`src/hw/smpc_pkg.sv`:
```
// Constants, state codes and register map of the stop mode power controller.
// Assumes a 32-bit AXI4-Lite register port and a 100 MHz bus clock.
package smpc_pkg;
	localparam logic [7:0] SMPC_OFS_SYSOPT = 8'h00;
	localparam logic [7:0] SMPC_OFS_PMC1   = 8'h04;
	localparam logic [7:0] SMPC_OFS_PMC2   = 8'h08;
	localparam logic [7:0] SMPC_OFS_CLK1   = 8'h0C;
	localparam logic [7:0] SMPC_OFS_CLK2   = 8'h10;
	localparam logic [7:0] SMPC_OFS_DBG    = 8'h14;
	localparam logic [7:0] SMPC_OFS_STAT   = 8'h18;
	// Field positions
	localparam int SMPC_B_STOP_INSTR_ENABLE   = 0;
	localparam int SMPC_B_LVD_ENABLE    = 0;
	localparam int SMPC_B_LVD_STOP_ENABLE   = 1;
	localparam int SMPC_B_LVDLOW  = 2;
	localparam int SMPC_B_PPDSEL  = 0;
	localparam int SMPC_B_PARTIAL_POWERDOWN_ACK  = 1;
	localparam int SMPC_B_PARTIAL_POWERDOWN_FLAG    = 2;
	localparam int SMPC_B_IRSTEN  = 0;
	localparam int SMPC_B_IRCKEN  = 1;
	localparam int SMPC_B_ERSTEN  = 0;
	localparam int SMPC_B_ERCKEN  = 1;
	localparam int SMPC_B_RANGE   = 2;
	localparam int SMPC_B_ADACK   = 3;
	localparam int SMPC_B_DBGEN   = 0;
	// Reset values, bus response codes and reset vector
	localparam logic [7:0] SMPC_RST_SYSOPT = 8'h01;
	localparam logic [7:0] SMPC_RST_PMC1   = 8'h05;
	localparam logic [7:0] SMPC_RST_ZERO   = 8'h00;
	localparam logic [1:0] SMPC_RESP_OKAY  = 2'h0;
	localparam logic [1:0] SMPC_RESP_SLVERR = 2'h2;
	localparam logic [15:0] SMPC_RESET_VECTOR = 16'hFFFE;
	typedef enum logic [3:0] {
		SMPC_RUN   = 4'h1,
		SMPC_LIGHT = 4'h2,
		SMPC_DEEP  = 4'h4,
		SMPC_BGND  = 4'h8
	} smpc_mode_t;
endpackage : smpc_pkg

```
`src/hw/smpc_axil.sv`:
```
// AXI4-Lite slave front end: one write and one read at a time.
// Assumes a single master; write address and data taken in either order.
`timescale 1ns/100ps
module smpc_axil (
	input  wire logic        aclk,
	input  wire logic        aresetn,
	input  wire logic [7:0]  s_axi_awaddr,
	input  wire logic        s_axi_awvalid,
	output logic             s_axi_awready,
	input  wire logic [31:0] s_axi_wdata,
	input  wire logic [3:0]  s_axi_wstrb,
	input  wire logic        s_axi_wvalid,
	output logic             s_axi_wready,
	output logic [1:0]       s_axi_bresp,
	output logic             s_axi_bvalid,
	input  wire logic        s_axi_bready,
	input  wire logic [7:0]  s_axi_araddr,
	input  wire logic        s_axi_arvalid,
	output logic             s_axi_arready,
	output logic [31:0]      s_axi_rdata,
	output logic [1:0]       s_axi_rresp,
	output logic             s_axi_rvalid,
	input  wire logic        s_axi_rready,
	output logic             wr_en,
	output logic [7:0]       wr_addr,
	output logic [7:0]       wr_data,
	output logic             rd_en,
	output logic [7:0]       rd_addr,
	input  wire logic [7:0]  rd_data,
	input  wire logic        rd_ok,
	input  wire logic        wr_ok
);
	typedef struct packed {
		logic        aw_have;
		logic        w_have;
		logic [7:0]  awaddr;
		logic [7:0]  wdata;
		logic        bvalid;
		logic [1:0]  bresp;
		logic        rvalid;
		logic [31:0] rdata;
		logic [1:0]  rresp;
	} smpc_ax_t;
	smpc_ax_t s_q;
	smpc_ax_t s_d;
	assign s_axi_awready = !s_q.aw_have && !s_q.bvalid;
	assign s_axi_wready  = !s_q.w_have && !s_q.bvalid;
	assign s_axi_arready = !s_q.rvalid;
	always_comb begin
		s_d = s_q;
		if (s_axi_awvalid && s_axi_awready) begin
			s_d.aw_have = 1'b1;
			s_d.awaddr  = s_axi_awaddr;
		end
		if (s_axi_wvalid && s_axi_wready) begin
			s_d.w_have = 1'b1;
			// Registers are byte wide; lane 0 only
			if (s_axi_wstrb[0])
				s_d.wdata = s_axi_wdata[7:0];
			else
				s_d.wdata = smpc_pkg::SMPC_RST_ZERO;
		end
		if (s_q.aw_have && s_q.w_have) begin
			s_d.aw_have = 1'b0;
			s_d.w_have  = 1'b0;
			s_d.bvalid  = 1'b1;
			s_d.bresp   = wr_ok ? smpc_pkg::SMPC_RESP_OKAY
				: smpc_pkg::SMPC_RESP_SLVERR;
		end
		if (s_q.bvalid && s_axi_bready)
			s_d.bvalid = 1'b0;
		if (s_axi_arvalid && s_axi_arready) begin
			s_d.rvalid = 1'b1;
			s_d.rdata  = {24'h000000, rd_data};
			s_d.rresp  = rd_ok ? smpc_pkg::SMPC_RESP_OKAY
				: smpc_pkg::SMPC_RESP_SLVERR;
		end else if (s_q.rvalid && s_axi_rready)
			s_d.rvalid = 1'b0;
	end
	always_ff @(posedge aclk) begin
		if (!aresetn)
			s_q <= '0;
		else
			s_q <= s_d;
	end
	assign wr_en        = s_q.aw_have && s_q.w_have && !s_q.bvalid;
	assign wr_addr      = s_q.awaddr;
	assign wr_data      = s_q.wdata;
	assign rd_en        = s_axi_arvalid && s_axi_arready;
	assign rd_addr      = s_axi_araddr;
	assign s_axi_bvalid = s_q.bvalid;
	assign s_axi_bresp  = s_q.bresp;
	assign s_axi_rvalid = s_q.rvalid;
	assign s_axi_rdata  = s_q.rdata;
	assign s_axi_rresp  = s_q.rresp;
endmodule : smpc_axil

```
`src/hw/smpc_pin_latch.sv`:
```
// Pin control hold latch for deep stop.
// Assumes port and peripheral pin controls arrive from the bus clock domain.
`timescale 1ns/100ps
module smpc_pin_latch (
	input  wire logic        aclk,
	input  wire logic        aresetn,
	input  wire logic        hold,
	input  wire logic [7:0]  port_out,
	input  wire logic [7:0]  port_dir,
	input  wire logic [7:0]  periph_out,
	input  wire logic [7:0]  periph_dir,
	input  wire logic [7:0]  periph_own,
	output logic      [7:0]  pin_out,
	output logic      [7:0]  pin_oe
);
	typedef struct packed {
		logic [7:0] out;
		logic [7:0] oe;
	} smpc_pl_t;
	smpc_pl_t s_q;
	smpc_pl_t s_d;
	always_comb begin
		s_d = s_q;
		if (!hold) begin
			// Peripherals not re-enabled fall back to port control
			s_d.out = (periph_own & periph_out) | (~periph_own & port_out);
			s_d.oe  = (periph_own & periph_dir) | (~periph_own & port_dir);
		end
		// Otherwise held from deep stop entry
	end
	always_ff @(posedge aclk) begin
		if (!aresetn && !hold)
			s_q <= '0;
		else
			s_q <= s_d;
	end
	assign pin_out = s_q.out;
	assign pin_oe  = s_q.oe;
endmodule : smpc_pin_latch

```
`src/hw/smpc_top.sv`:
```
// Stop mode power controller: mode choice, clock and power gating, wake-up.
// Assumes the core pulses stop_exec and the debug logic pulses its commands.
`timescale 1ns/100ps
module smpc_top (
	input  wire logic        aclk,
	input  wire logic        aresetn,
	input  wire logic [7:0]  s_axi_awaddr,
	input  wire logic        s_axi_awvalid,
	output logic             s_axi_awready,
	input  wire logic [31:0] s_axi_wdata,
	input  wire logic [3:0]  s_axi_wstrb,
	input  wire logic        s_axi_wvalid,
	output logic             s_axi_wready,
	output logic [1:0]       s_axi_bresp,
	output logic             s_axi_bvalid,
	input  wire logic        s_axi_bready,
	input  wire logic [7:0]  s_axi_araddr,
	input  wire logic        s_axi_arvalid,
	output logic             s_axi_arready,
	output logic [31:0]      s_axi_rdata,
	output logic [1:0]       s_axi_rresp,
	output logic             s_axi_rvalid,
	input  wire logic        s_axi_rready,
	input  wire logic        stop_exec,
	input  wire logic        reset_pin,
	input  wire logic        wake_irq_lvd,
	input  wire logic        wake_irq_adc,
	input  wire logic        wake_irq_sci,
	input  wire logic        wake_irq_pin,
	input  wire logic        dbg_halt_cmd,
	input  wire logic        dbg_cmd_valid,
	input  wire logic        dbg_cmd_status,
	input  wire logic        dbg_cmd_active,
	output logic             dbg_cmd_accept,
	output logic             dbg_cmd_stop_err,
	input  wire logic [7:0]  port_out,
	input  wire logic [7:0]  port_dir,
	input  wire logic [7:0]  periph_out,
	input  wire logic [7:0]  periph_dir,
	input  wire logic [7:0]  periph_own,
	output logic [7:0]       pin_out,
	output logic [7:0]       pin_oe,
	output logic             illegal_op_reset,
	output logic             por_reset,
	output logic [15:0]      reset_vector,
	output logic             periph_clk_en,
	output logic             dbg_clk_en,
	output logic             cpu_clk_en,
	output logic             reg_full_on,
	output logic             core_power_on,
	output logic             ram_standby,
	output logic             adc_run,
	output logic             irc_run,
	output logic             erc_run,
	output logic             lvd_reset_en,
	output logic             lvd_low_trip,
	output logic [3:0]       mode
);
	typedef struct packed {
		smpc_pkg::smpc_mode_t mode;
		logic [7:0] sysopt;
		logic [7:0] pmc1;
		logic [7:0] pmc2;
		logic [7:0] clk1;
		logic [7:0] clk2;
		logic [7:0] dbg;
		logic       lvd_keep;
		logic       dbg_keep;
		logic       hold;
		logic       ill;
		logic       por;
		logic       accept;
		logic       err;
	} smpc_st_t;
	smpc_st_t s_q;
	smpc_st_t s_d;
	logic       wr_en;
	logic [7:0] wr_addr;
	logic [7:0] wr_data;
	logic       rd_en;
	logic [7:0] rd_addr;
	logic [7:0] rd_data;
	logic       rd_ok;
	logic       wr_ok;
	logic       dbg_on;
	logic       lvd_stop;
	logic       light_irq;
	function automatic logic known(input logic [7:0] a);
		known = (a == smpc_pkg::SMPC_OFS_SYSOPT) || (a == smpc_pkg::SMPC_OFS_PMC1)
			|| (a == smpc_pkg::SMPC_OFS_PMC2) || (a == smpc_pkg::SMPC_OFS_CLK1)
			|| (a == smpc_pkg::SMPC_OFS_CLK2) || (a == smpc_pkg::SMPC_OFS_DBG)
			|| (a == smpc_pkg::SMPC_OFS_STAT);
	endfunction : known
	smpc_axil u_axil (
		.aclk          (aclk),
		.aresetn       (aresetn),
		.s_axi_awaddr  (s_axi_awaddr),
		.s_axi_awvalid (s_axi_awvalid),
		.s_axi_awready (s_axi_awready),
		.s_axi_wdata   (s_axi_wdata),
		.s_axi_wstrb   (s_axi_wstrb),
		.s_axi_wvalid  (s_axi_wvalid),
		.s_axi_wready  (s_axi_wready),
		.s_axi_bresp   (s_axi_bresp),
		.s_axi_bvalid  (s_axi_bvalid),
		.s_axi_bready  (s_axi_bready),
		.s_axi_araddr  (s_axi_araddr),
		.s_axi_arvalid (s_axi_arvalid),
		.s_axi_arready (s_axi_arready),
		.s_axi_rdata   (s_axi_rdata),
		.s_axi_rresp   (s_axi_rresp),
		.s_axi_rvalid  (s_axi_rvalid),
		.s_axi_rready  (s_axi_rready),
		.wr_en         (wr_en),
		.wr_addr       (wr_addr),
		.wr_data       (wr_data),
		.rd_en         (rd_en),
		.rd_addr       (rd_addr),
		.rd_data       (rd_data),
		.rd_ok         (rd_ok),
		.wr_ok         (wr_ok)
	);
	smpc_pin_latch u_latch (
		.aclk       (aclk),
		.aresetn    (aresetn),
		.hold       (s_q.hold),
		.port_out   (port_out),
		.port_dir   (port_dir),
		.periph_out (periph_out),
		.periph_dir (periph_dir),
		.periph_own (periph_own),
		.pin_out    (pin_out),
		.pin_oe     (pin_oe)
	);
	assign dbg_on   = s_q.dbg[smpc_pkg::SMPC_B_DBGEN];
	assign lvd_stop = s_q.pmc1[smpc_pkg::SMPC_B_LVD_ENABLE]
		&& s_q.pmc1[smpc_pkg::SMPC_B_LVD_STOP_ENABLE];
	assign light_irq = wake_irq_lvd || wake_irq_adc || wake_irq_sci
		|| wake_irq_pin;
	assign rd_ok = known(rd_addr);
	assign wr_ok = known(wr_addr);
	always_comb begin
		unique case (rd_addr)
			smpc_pkg::SMPC_OFS_SYSOPT: rd_data = s_q.sysopt;
			smpc_pkg::SMPC_OFS_PMC1:   rd_data = s_q.pmc1;
			// Ack bit always reads zero
			smpc_pkg::SMPC_OFS_PMC2:   rd_data = s_q.pmc2
				& ~(8'h01 << smpc_pkg::SMPC_B_PARTIAL_POWERDOWN_ACK);
			smpc_pkg::SMPC_OFS_CLK1:   rd_data = s_q.clk1;
			smpc_pkg::SMPC_OFS_CLK2:   rd_data = s_q.clk2;
			smpc_pkg::SMPC_OFS_DBG:    rd_data = s_q.dbg;
			smpc_pkg::SMPC_OFS_STAT:   rd_data = {4'h0, s_q.mode};
			default:                   rd_data = 8'h00;
		endcase
	end
	always_comb begin
		s_d        = s_q;
		s_d.ill    = 1'b0;
		s_d.por    = 1'b0;
		s_d.accept = 1'b0;
		s_d.err    = 1'b0;
		if (wr_en) begin
			unique case (wr_addr)
				smpc_pkg::SMPC_OFS_SYSOPT: s_d.sysopt = wr_data;
				smpc_pkg::SMPC_OFS_PMC1:   s_d.pmc1   = wr_data;
				smpc_pkg::SMPC_OFS_PMC2: begin
					s_d.pmc2[smpc_pkg::SMPC_B_PPDSEL] =
						wr_data[smpc_pkg::SMPC_B_PPDSEL];
					// Only a one acts; a zero leaves flag and latches
					if (wr_data[smpc_pkg::SMPC_B_PARTIAL_POWERDOWN_ACK]) begin
						s_d.pmc2[smpc_pkg::SMPC_B_PARTIAL_POWERDOWN_FLAG] = 1'b0;
						s_d.hold = 1'b0;
					end
				end
				smpc_pkg::SMPC_OFS_CLK1:   s_d.clk1 = wr_data;
				smpc_pkg::SMPC_OFS_CLK2:   s_d.clk2 = wr_data;
				smpc_pkg::SMPC_OFS_DBG:    s_d.dbg  = wr_data;
				default: ;
			endcase
		end
		if (dbg_cmd_valid && s_q.mode == smpc_pkg::SMPC_LIGHT) begin
			// Status accesses get an error, no memory access
			s_d.err = dbg_cmd_status;
		end else if (dbg_cmd_valid) begin
			// Background mode takes all types
			s_d.accept = (s_q.mode == smpc_pkg::SMPC_BGND) || !dbg_cmd_active;
		end
		unique case (s_q.mode)
			smpc_pkg::SMPC_RUN: begin
				if (stop_exec) begin
					if (!s_q.sysopt[smpc_pkg::SMPC_B_STOP_INSTR_ENABLE]) begin
						s_d.ill = 1'b1;
					end else if (dbg_on || lvd_stop
						|| !s_q.pmc2[smpc_pkg::SMPC_B_PPDSEL]) begin
						// Light stop when PPDSEL clear, or deep request demoted by debug or LVD stop
						s_d.mode     = smpc_pkg::SMPC_LIGHT;
						s_d.dbg_keep = dbg_on;
						s_d.lvd_keep = lvd_stop;
					end else begin
						s_d.mode = smpc_pkg::SMPC_DEEP;
						s_d.hold = 1'b1;
					end
				end
				if (dbg_halt_cmd && dbg_on)
					s_d.mode = smpc_pkg::SMPC_BGND;
			end
			smpc_pkg::SMPC_LIGHT: begin
				if (reset_pin) begin
					s_d.mode = smpc_pkg::SMPC_RUN;
					s_d.por  = 1'b1;
				end else if (dbg_halt_cmd && s_q.dbg_keep) begin
					s_d.mode = smpc_pkg::SMPC_BGND;
				end else if (light_irq) begin
					s_d.mode = smpc_pkg::SMPC_RUN;
				end
			end
			smpc_pkg::SMPC_DEEP: begin
				if (reset_pin) begin
					// Control state back to reset values, latches kept
					s_d.mode   = smpc_pkg::SMPC_RUN;
					s_d.por    = 1'b1;
					s_d.sysopt = smpc_pkg::SMPC_RST_SYSOPT;
					s_d.pmc1   = smpc_pkg::SMPC_RST_PMC1;
					s_d.clk1   = smpc_pkg::SMPC_RST_ZERO;
					s_d.clk2   = smpc_pkg::SMPC_RST_ZERO;
					s_d.dbg    = smpc_pkg::SMPC_RST_ZERO;
					s_d.pmc2   = smpc_pkg::SMPC_RST_ZERO;
					s_d.pmc2[smpc_pkg::SMPC_B_PARTIAL_POWERDOWN_FLAG] = 1'b1;
					// Set wins over an ack write in the same cycle
					s_d.hold   = 1'b1;
				end
			end
			smpc_pkg::SMPC_BGND: begin
				if (!dbg_on)
					s_d.mode = smpc_pkg::SMPC_RUN;
			end
			default: s_d.mode = smpc_pkg::SMPC_RUN;
		endcase
	end
	always_ff @(posedge aclk) begin
		if (!aresetn) begin
			s_q        <= '0;
			s_q.mode   <= smpc_pkg::SMPC_RUN;
			s_q.sysopt <= smpc_pkg::SMPC_RST_SYSOPT;
			s_q.pmc1   <= smpc_pkg::SMPC_RST_PMC1;
		end else begin
			s_q <= s_d;
		end
	end
	logic in_stop;
	logic in_light;
	assign in_stop  = (s_q.mode == smpc_pkg::SMPC_LIGHT)
		|| (s_q.mode == smpc_pkg::SMPC_DEEP);
	assign in_light = s_q.mode == smpc_pkg::SMPC_LIGHT;
	assign mode             = s_q.mode;
	assign illegal_op_reset = s_q.ill;
	assign por_reset        = s_q.por;
	assign reset_vector     = smpc_pkg::SMPC_RESET_VECTOR;
	assign periph_clk_en    = !in_stop;
	assign cpu_clk_en       = !in_stop;
	assign dbg_clk_en       = !in_stop || (in_light && s_q.dbg_keep);
	// Regulator stays full for debug or LVD; standby in deep
	assign reg_full_on = !in_stop || (in_light && (s_q.dbg_keep || s_q.lvd_keep));
	assign core_power_on = s_q.mode != smpc_pkg::SMPC_DEEP;
	assign ram_standby   = in_stop;
	assign adc_run = !in_stop || (in_light && s_q.lvd_keep
		&& s_q.clk2[smpc_pkg::SMPC_B_ADACK]);
	assign irc_run = !in_stop || (in_light
		&& s_q.clk1[smpc_pkg::SMPC_B_IRCKEN]
		&& s_q.clk1[smpc_pkg::SMPC_B_IRSTEN]);
	assign erc_run = !in_stop || (in_light
		&& s_q.clk2[smpc_pkg::SMPC_B_ERCKEN]
		&& s_q.clk2[smpc_pkg::SMPC_B_ERSTEN]
		&& (!s_q.clk2[smpc_pkg::SMPC_B_RANGE] || s_q.lvd_keep));
	assign lvd_reset_en     = s_q.pmc1[smpc_pkg::SMPC_B_LVD_ENABLE];
	assign lvd_low_trip     = s_q.pmc1[smpc_pkg::SMPC_B_LVDLOW];
	assign dbg_cmd_accept   = s_q.accept;
	assign dbg_cmd_stop_err = s_q.err;
endmodule : smpc_top

```
`config.mk`:
```
export PLATFORM = sky130hd
export DESIGN_NAME = smpc_top
export DESIGN_NICKNAME = d
export VERILOG_FILES = /design/src/hw/smpc_pkg.sv /design/src/hw/smpc_axil.sv /design/src/hw/smpc_pin_latch.sv /design/src/hw/smpc_top.sv
export SDC_FILE = /design/constraint.sdc
export NUM_CORES = 1
export LEC_CHECK = 0
export ABC_AREA = 1
export BUFFER_PORTS_ARGS = -buffer_cell sky130_fd_sc_hd__buf_4
export CAP_MARGIN = 30
export CORE_MARGIN = 5
export CORE_UTILIZATION = 44
export DETAILED_ROUTE_END_ITERATION = 10
export GPL_ROUTABILITY_DRIVEN = 0
export HOLD_SLACK_MARGIN = 0.1
export PLACE_DENSITY = 0.77
export SETUP_SLACK_MARGIN = 0.15
export SLEW_MARGIN = 5
export SYNTH_ARGS = -nofsm -noshare
export SYNTH_HDL_FRONTEND = slang
export SYNTH_SLANG_ARGS = --single-unit
```
`constraint.sdc`:
```
create_clock -name aclk -period 1.4 [get_ports aclk]
set_input_delay 0.28 -clock aclk [delete_from_list [all_inputs] [get_ports aclk]]
set_output_delay 0.28 -clock aclk [all_outputs]
set_load 0.005 [all_outputs]
```
### Word level (Yosys, flattened, before mapping)

Index checks and enable logic that the tools add are counted.

| operators by class | value |
|---|---|
| add/sub/neg operators | 0 |
| $mul | 0 |
| div/mod/pow operators | 0 |
| magnitude comparators | 0 |
| equal/unequal tests | 22 |
| shift operators | 0 |
| muxes and demuxes | 38 |
| bitwise operators | 9 |
| reduce and logical (&&, ||, !) cells | 71 |

Operators by type and width:

| operator | number |
|---|---|
| case mux 8 bit (7 select lines) | 1 |
| 2-to-1 mux 52 bit | 1 |
| equality test 8 x 5 -> 1 bit (second input constant) | 6 |
| 2-to-1 mux 48 bit | 1 |
| 2-to-1 mux 8 bit | 6 |
| AND 8 bit | 4 |
| equality test 8 x 4 -> 1 bit (second input constant) | 4 |
| 2-to-1 mux 4 bit | 7 |
| logical OR 1 bit | 26 |
| 2-to-1 mux 25 bit | 1 |
| logical AND 1 bit | 23 |
| equality test 8 x 3 -> 1 bit (second input constant) | 2 |
| logical NOT 8 bit | 2 |
| 2-to-1 mux 16 bit | 1 |
| bitwise OR 8 bit | 2 |
| case mux 4 bit (4 select lines) | 1 |
| 2-to-1 mux 1 bit | 14 |
| logical NOT 1 bit | 10 |
| != test 4 x 3 -> 1 bit (second input constant) | 2 |
| NOT 8 bit | 1 |
| 2-to-1 mux 2 bit | 3 |
| != test 3 bit (second input constant) | 2 |
| OR reduction 2 bit | 3 |
| AND reduction 5 bit | 1 |
| 13 further kinds | 16 |

| word-level totals | value |
|---|---|
| bits in registers | 101 |
| bits in latches | 0 |
| memory bits (writable) | 0 |
| memory bits (read-only) | 0 |
| word-level logic and storage cells | 165 |
| memories | 0 |

### Depth between registers and ports, before layout

| logic depth | value |
|---|---|
| word-level depth | 8 |
| depth in mapped cells | 11 |
| gate-level depth less buffers | 9 |

### Hierarchy

From an unflattened synthesis, not the netlist that was laid out.

| unflattened totals | value |
|---|---|
| cells, all modules | 789 |
| area, all modules | 5381.4 sq um |

By module, submodules not included:

| module | instances | cells an instance | area an instance (sq um) | sequential area each (sq um) |
|---|---|---|---|---|
| smpc_top | 1 | 435 | 2902.8 | 1061.0 |
| smpc_axil | 1 | 225 | 1690.4 | 600.6 |
| smpc_pin_latch | 1 | 129 | 788.3 | 320.3 |

### Worst setup path after synthesis

OpenSTA, ideal clock, no wires.

| timing path | value |
|---|---|
| path type | register to output |
| start point | reg, netlist name mode[3] |
| end point | out dbg_clk_en |
| arrival | 1.154 ns |
| data required time | 1.120 ns |
| path slack | -0.034 ns |
| stages on the path, launching flop included | 7 |
| buffers on the path | 0 |
| cells stage by stage | dfxtp_1 -> nor2_1 -> nand3_1 -> inv_1 -> nor2_1 -> inv_1 -> o21ai_0 |

| on the way | value |
|---|---|
| cells in the longest elaborated chain, start to end | 4 |
| elaborated cells on any way between the ends | 6 |
| those cells by class | eq/ne (2); reduce/logical (4) |

RTL lines:

| what | RTL line | RTL |
|---|---|---|
| equality test 4 x 2 -> 1 bit or equality test 4 x 3 -> 1 bit (tied branches) | smpc_top.sv:252, smpc_top.sv:253 |  |
| logical OR 1 bit * | smpc_top.sv:253 | `\|\| (s_q.mode == smpc_pkg::SMPC_DEEP);` |
| logical NOT 1 bit * | n/a |  |
| named net cpu_clk_en | smpc_top.sv:48 | `output logic cpu_clk_en,` |
| logical OR 1 bit * | smpc_top.sv:261 | `assign dbg_clk_en = !in_stop \|\| (in_light && s_q.dbg_keep);` |
| end, declared | smpc_top.sv:47 | `output logic dbg_clk_en,` |

The timed path passes the listed nets; every way through them passes the cells marked *.

### Worst setup path in the final report

| timing path | value |
|---|---|
| start point | reg, netlist name mode[3] |
| end point | out dbg_clk_en |

| on the way | value |
|---|---|
| cells in the longest elaborated chain, start to end | 4 |
| elaborated cells on any way between the ends | 6 |
| those cells by class | eq/ne (2); reduce/logical (4) |

RTL lines:

| what | RTL line |
|---|---|
| equality test 4 x 2 -> 1 bit or equality test 4 x 3 -> 1 bit (tied branches) | smpc_top.sv:252, smpc_top.sv:254, smpc_top.sv:253 |
| logical OR 1 bit | smpc_top.sv:253 |
| logical NOT 1 bit | smpc_top.sv:261 |
| logical OR 1 bit * | smpc_top.sv:261 |

Every way passes the cells marked *; elsewhere a longest branch is shown, timed or not.

==> metrics.txt <==
Syn Inst Count 675; fin. max-slew vios 0; die width 115 microns; complex-gate fraction of the synthesized area 16.7%; Starting Density 44.9%; r2r setup slk -120 ps; largest family of logic cells by synthesized area simple AND/OR/NAND/NOR gates; sw power 2.03 mW; fillers 809; largest area contributor in the netlist dfxtp_1; fin util 69.4%; Max Fclk 552 MHz; Die Height 115 microns; Leakage 3.32 nW; DR vias/cell 5.35; largest net degree at the start of global routing 23; layout cell share with drive strength beyond 1 45.4%; Slew HR 58.6%; worst-case clock skew 15.2 ps; post-synthesis mux area share 0%; Max Cap Viol 0; Final Hold Viols 0; core area 10800 sq um; Netlist cell types 35; Post-synth EDFFs 0; Internal 4.74 mW; ANT cells 0; drc violations 0; RSZ-0062 raised after global routing yes; DP Wirelength 9.66 mm; CTS max path bufs 2; hold_ws 144 ps; failing checks setup timing; Yosys reg bits 99; CP max-delay cell dfxtp_4; Post-Synth Adder-Cell Area 0%; fin crit share 129%; Starting DRT DRC Count 424; Pre-antenna DRT Iters 7; Placed Cells 949; DR WL/cell 16.7 microns; sequential area share after synthesis 40.9%; post-synthesis xor/xnor area fraction 0%; gr usage total 22.3%; Synth-to-Final Area Change 54.7%; Final WS setup -410 ps; register area 2010 sq um; placed cell areas 5990 sq um; crit path cell chain nor2_4, nand3_4, inv_4, nor2_4, inv_4, o21ai_1, buf_4; ranking of synthesized cells by area dfxtp_1 41%, buf_4 9.0%, nor2_1 8.1%; CP Buf/Inv Count 3; endpoints failing setup 46; Max stage delay on crit path 390 ps; Clk Tree Root Cell clkbuf_8; design area 7490 sq um; Main synth FF type dfxtp_1; vias in the first global route 5058; critical path capture point type output port; I/O Pins 201; Max IR drop VDD 0.000560 V; Post-DRT Antenna Nets 0; Multi-input gate area 2820 sq um; post-layout minimum cycle time 1810 ps; Power Total 6.76 mW; status complete, but fails checks; Remaining Overflow, GRT 0; via count 5416; Req. time, crit path 1120 ps; syn_area_per_cell 7.17 sq um; Hold WC Path Type in -> reg; CTS Buf Count 9; Core Rows 38; Netlist Area Pre-Place 4840 sq um; worst-path fanout max 6; Power Density 903 nW/um^2; cell family with the largest share of critical-path delay flip-flops; Sink Count 99; IO Port Bufs 131; clock insertion delay at the later pin of the skew report 370 ps; Crit Path Class reg -> out; Flop pwr share 45.5%; total die area 13200 sq um; Slew @ Worst Pin 621 ps; Clock Power Share 28.3%; clock-pin slew on the worst setup and hold paths 100 ps; total wire length 16.9 mm; async set or reset register ratio after synthesis 0%; Yosys top cell area share 40.9%; data arrival time of the worst path 1530 ps; Switching Share 30.0%; YS warnings 0; Gate power share 26.3%; CTS H-tree lvls 3; fin cells 1013; top-count cell post-synth nor2_1; initial antenna violation count 0; Final #Nets 977; Post-Synth Simple-Gate Area 24.9%; CTS tree built; Post-synth top cells 104 x nor2_1, 99 x dfxtp_1, 82 x nand2_1; first-pass GRT wire length 23.8 mm; CP Launch Type flip-flop
==> final cells by class <==
class	instances	share of cell area, %
clock buffers	11	1.89
clock inverters	5	0.802
inverters	69	4.12
multi-input cells	466	37.7
flip-flops and latches	99	26.8
well taps	140	2.34
repair buffers	216	25.3
repair inverters	7	1.09
==> through the flow <==
stage          setup WS [ps]  setup TNS (ps)
6_report                -410           -4820
5_1_grt                 -451           -7440
4_1_cts                 -344           -2610
3_5_place_dp            -116           -2650
3_3_place_gp           -97.7           -1790
2_1_floorplan            101               0
==> worst paths after layout <==
| kind | start | end | depth (start not counted) |
|---|---|---|---|
| hold reg to reg | s_q[13] | s_q[13] | 2 |
| setup / recovery | mode[3] | dbg_clk_en | 7 |
| setup reg to reg | u_axil.s_q[54] | s_q[47] | 7 |
| hold / removal | s_axi_awaddr[0] | u_axil.wr_addr[0] | 3 |
==> state kept, by name, indices dropped and copies added, names as in the netlist, 2 cells and up <==
| name | cells |
|---|---|
| mode | 4 |
| s_q | 42 |
| u_axil.s_axi_rdata | 8 |
| u_axil.s_q | 2 |
| u_axil.wr_addr | 8 |
| u_axil.wr_data | 8 |
| u_latch.pin_oe | 8 |
| u_latch.pin_out | 8 |
==> per-layer routing <==
layer  wire length (microns)  part of all wire [%]  GRT usage [%]  vias to the layer above
li1                        -                     -              -                     2504
met1                    5680                    34           24.4                     2456
met2                    8330                    49           39.3                      375
met3                    2180                    13           8.00                       81
met4                     719                   4.3           9.00                        0
met5                       0                     0              0                        -
==> placed cells by master (no fill, tap or decap), types with 3 or more instances in the layout <==
cell type and instances:
buf_12 5, inv_8 5, nand3_1 51, dfxtp_1 86, o21ai_1 17, nor2_1 86, inv_4 6, o21ai_4 3
nand2_8 3, o21ai_2 33, nand3_2 13, nand2_1 65, nor2_4 16, inv_6 3, dfxtp_2 9, clkbuf_8 10
nand3_4 5, dfxtp_4 4, buf_6 51, inv_2 6, buf_4 157, nand2_2 11, nor2_2 5, o31ai_1 16
inv_1 52, nand2_4 9, o21ai_0 15, a21oi_2 21, a21oi_1 35, conb_1 42
==> worst min-delay path, cell delays in order <==
cell     delay [ps]
buf_4            80
o21ai_1          60
nor2_1           70
==> power groups by stage <==
stage                     Clock [mW]  Combinational [mW]  Sequential, mW
final                           1.91                1.78            3.07
after global routing            2.02                1.90            3.09
after CTS                       1.91                1.46            3.06
after detailed placement           0                1.05            3.09
after global placement             0                1.03            3.09
after floorplan                    0               0.599            3.08
==> repair_timing <==
item / 4_1_cts / 5_1_grt
setup buffers: 28 / 10
resized for setup: 176 / 105
cloned: 8 / 1
setup endpoints to repair: 72 / 90
hold endpoints to repair: 1 / 0
pin swaps: 34 / 38
hold buffers: 1 / 0
==> cells by family after synthesis <==
group,after synthesis
buffers and inverters,151
other,2
AO/OA/AOI/OAI,149
flip-flops,99
AND/OR/NAND/NOR,274
No activity file was read; power rests on OpenSTA's default activity.
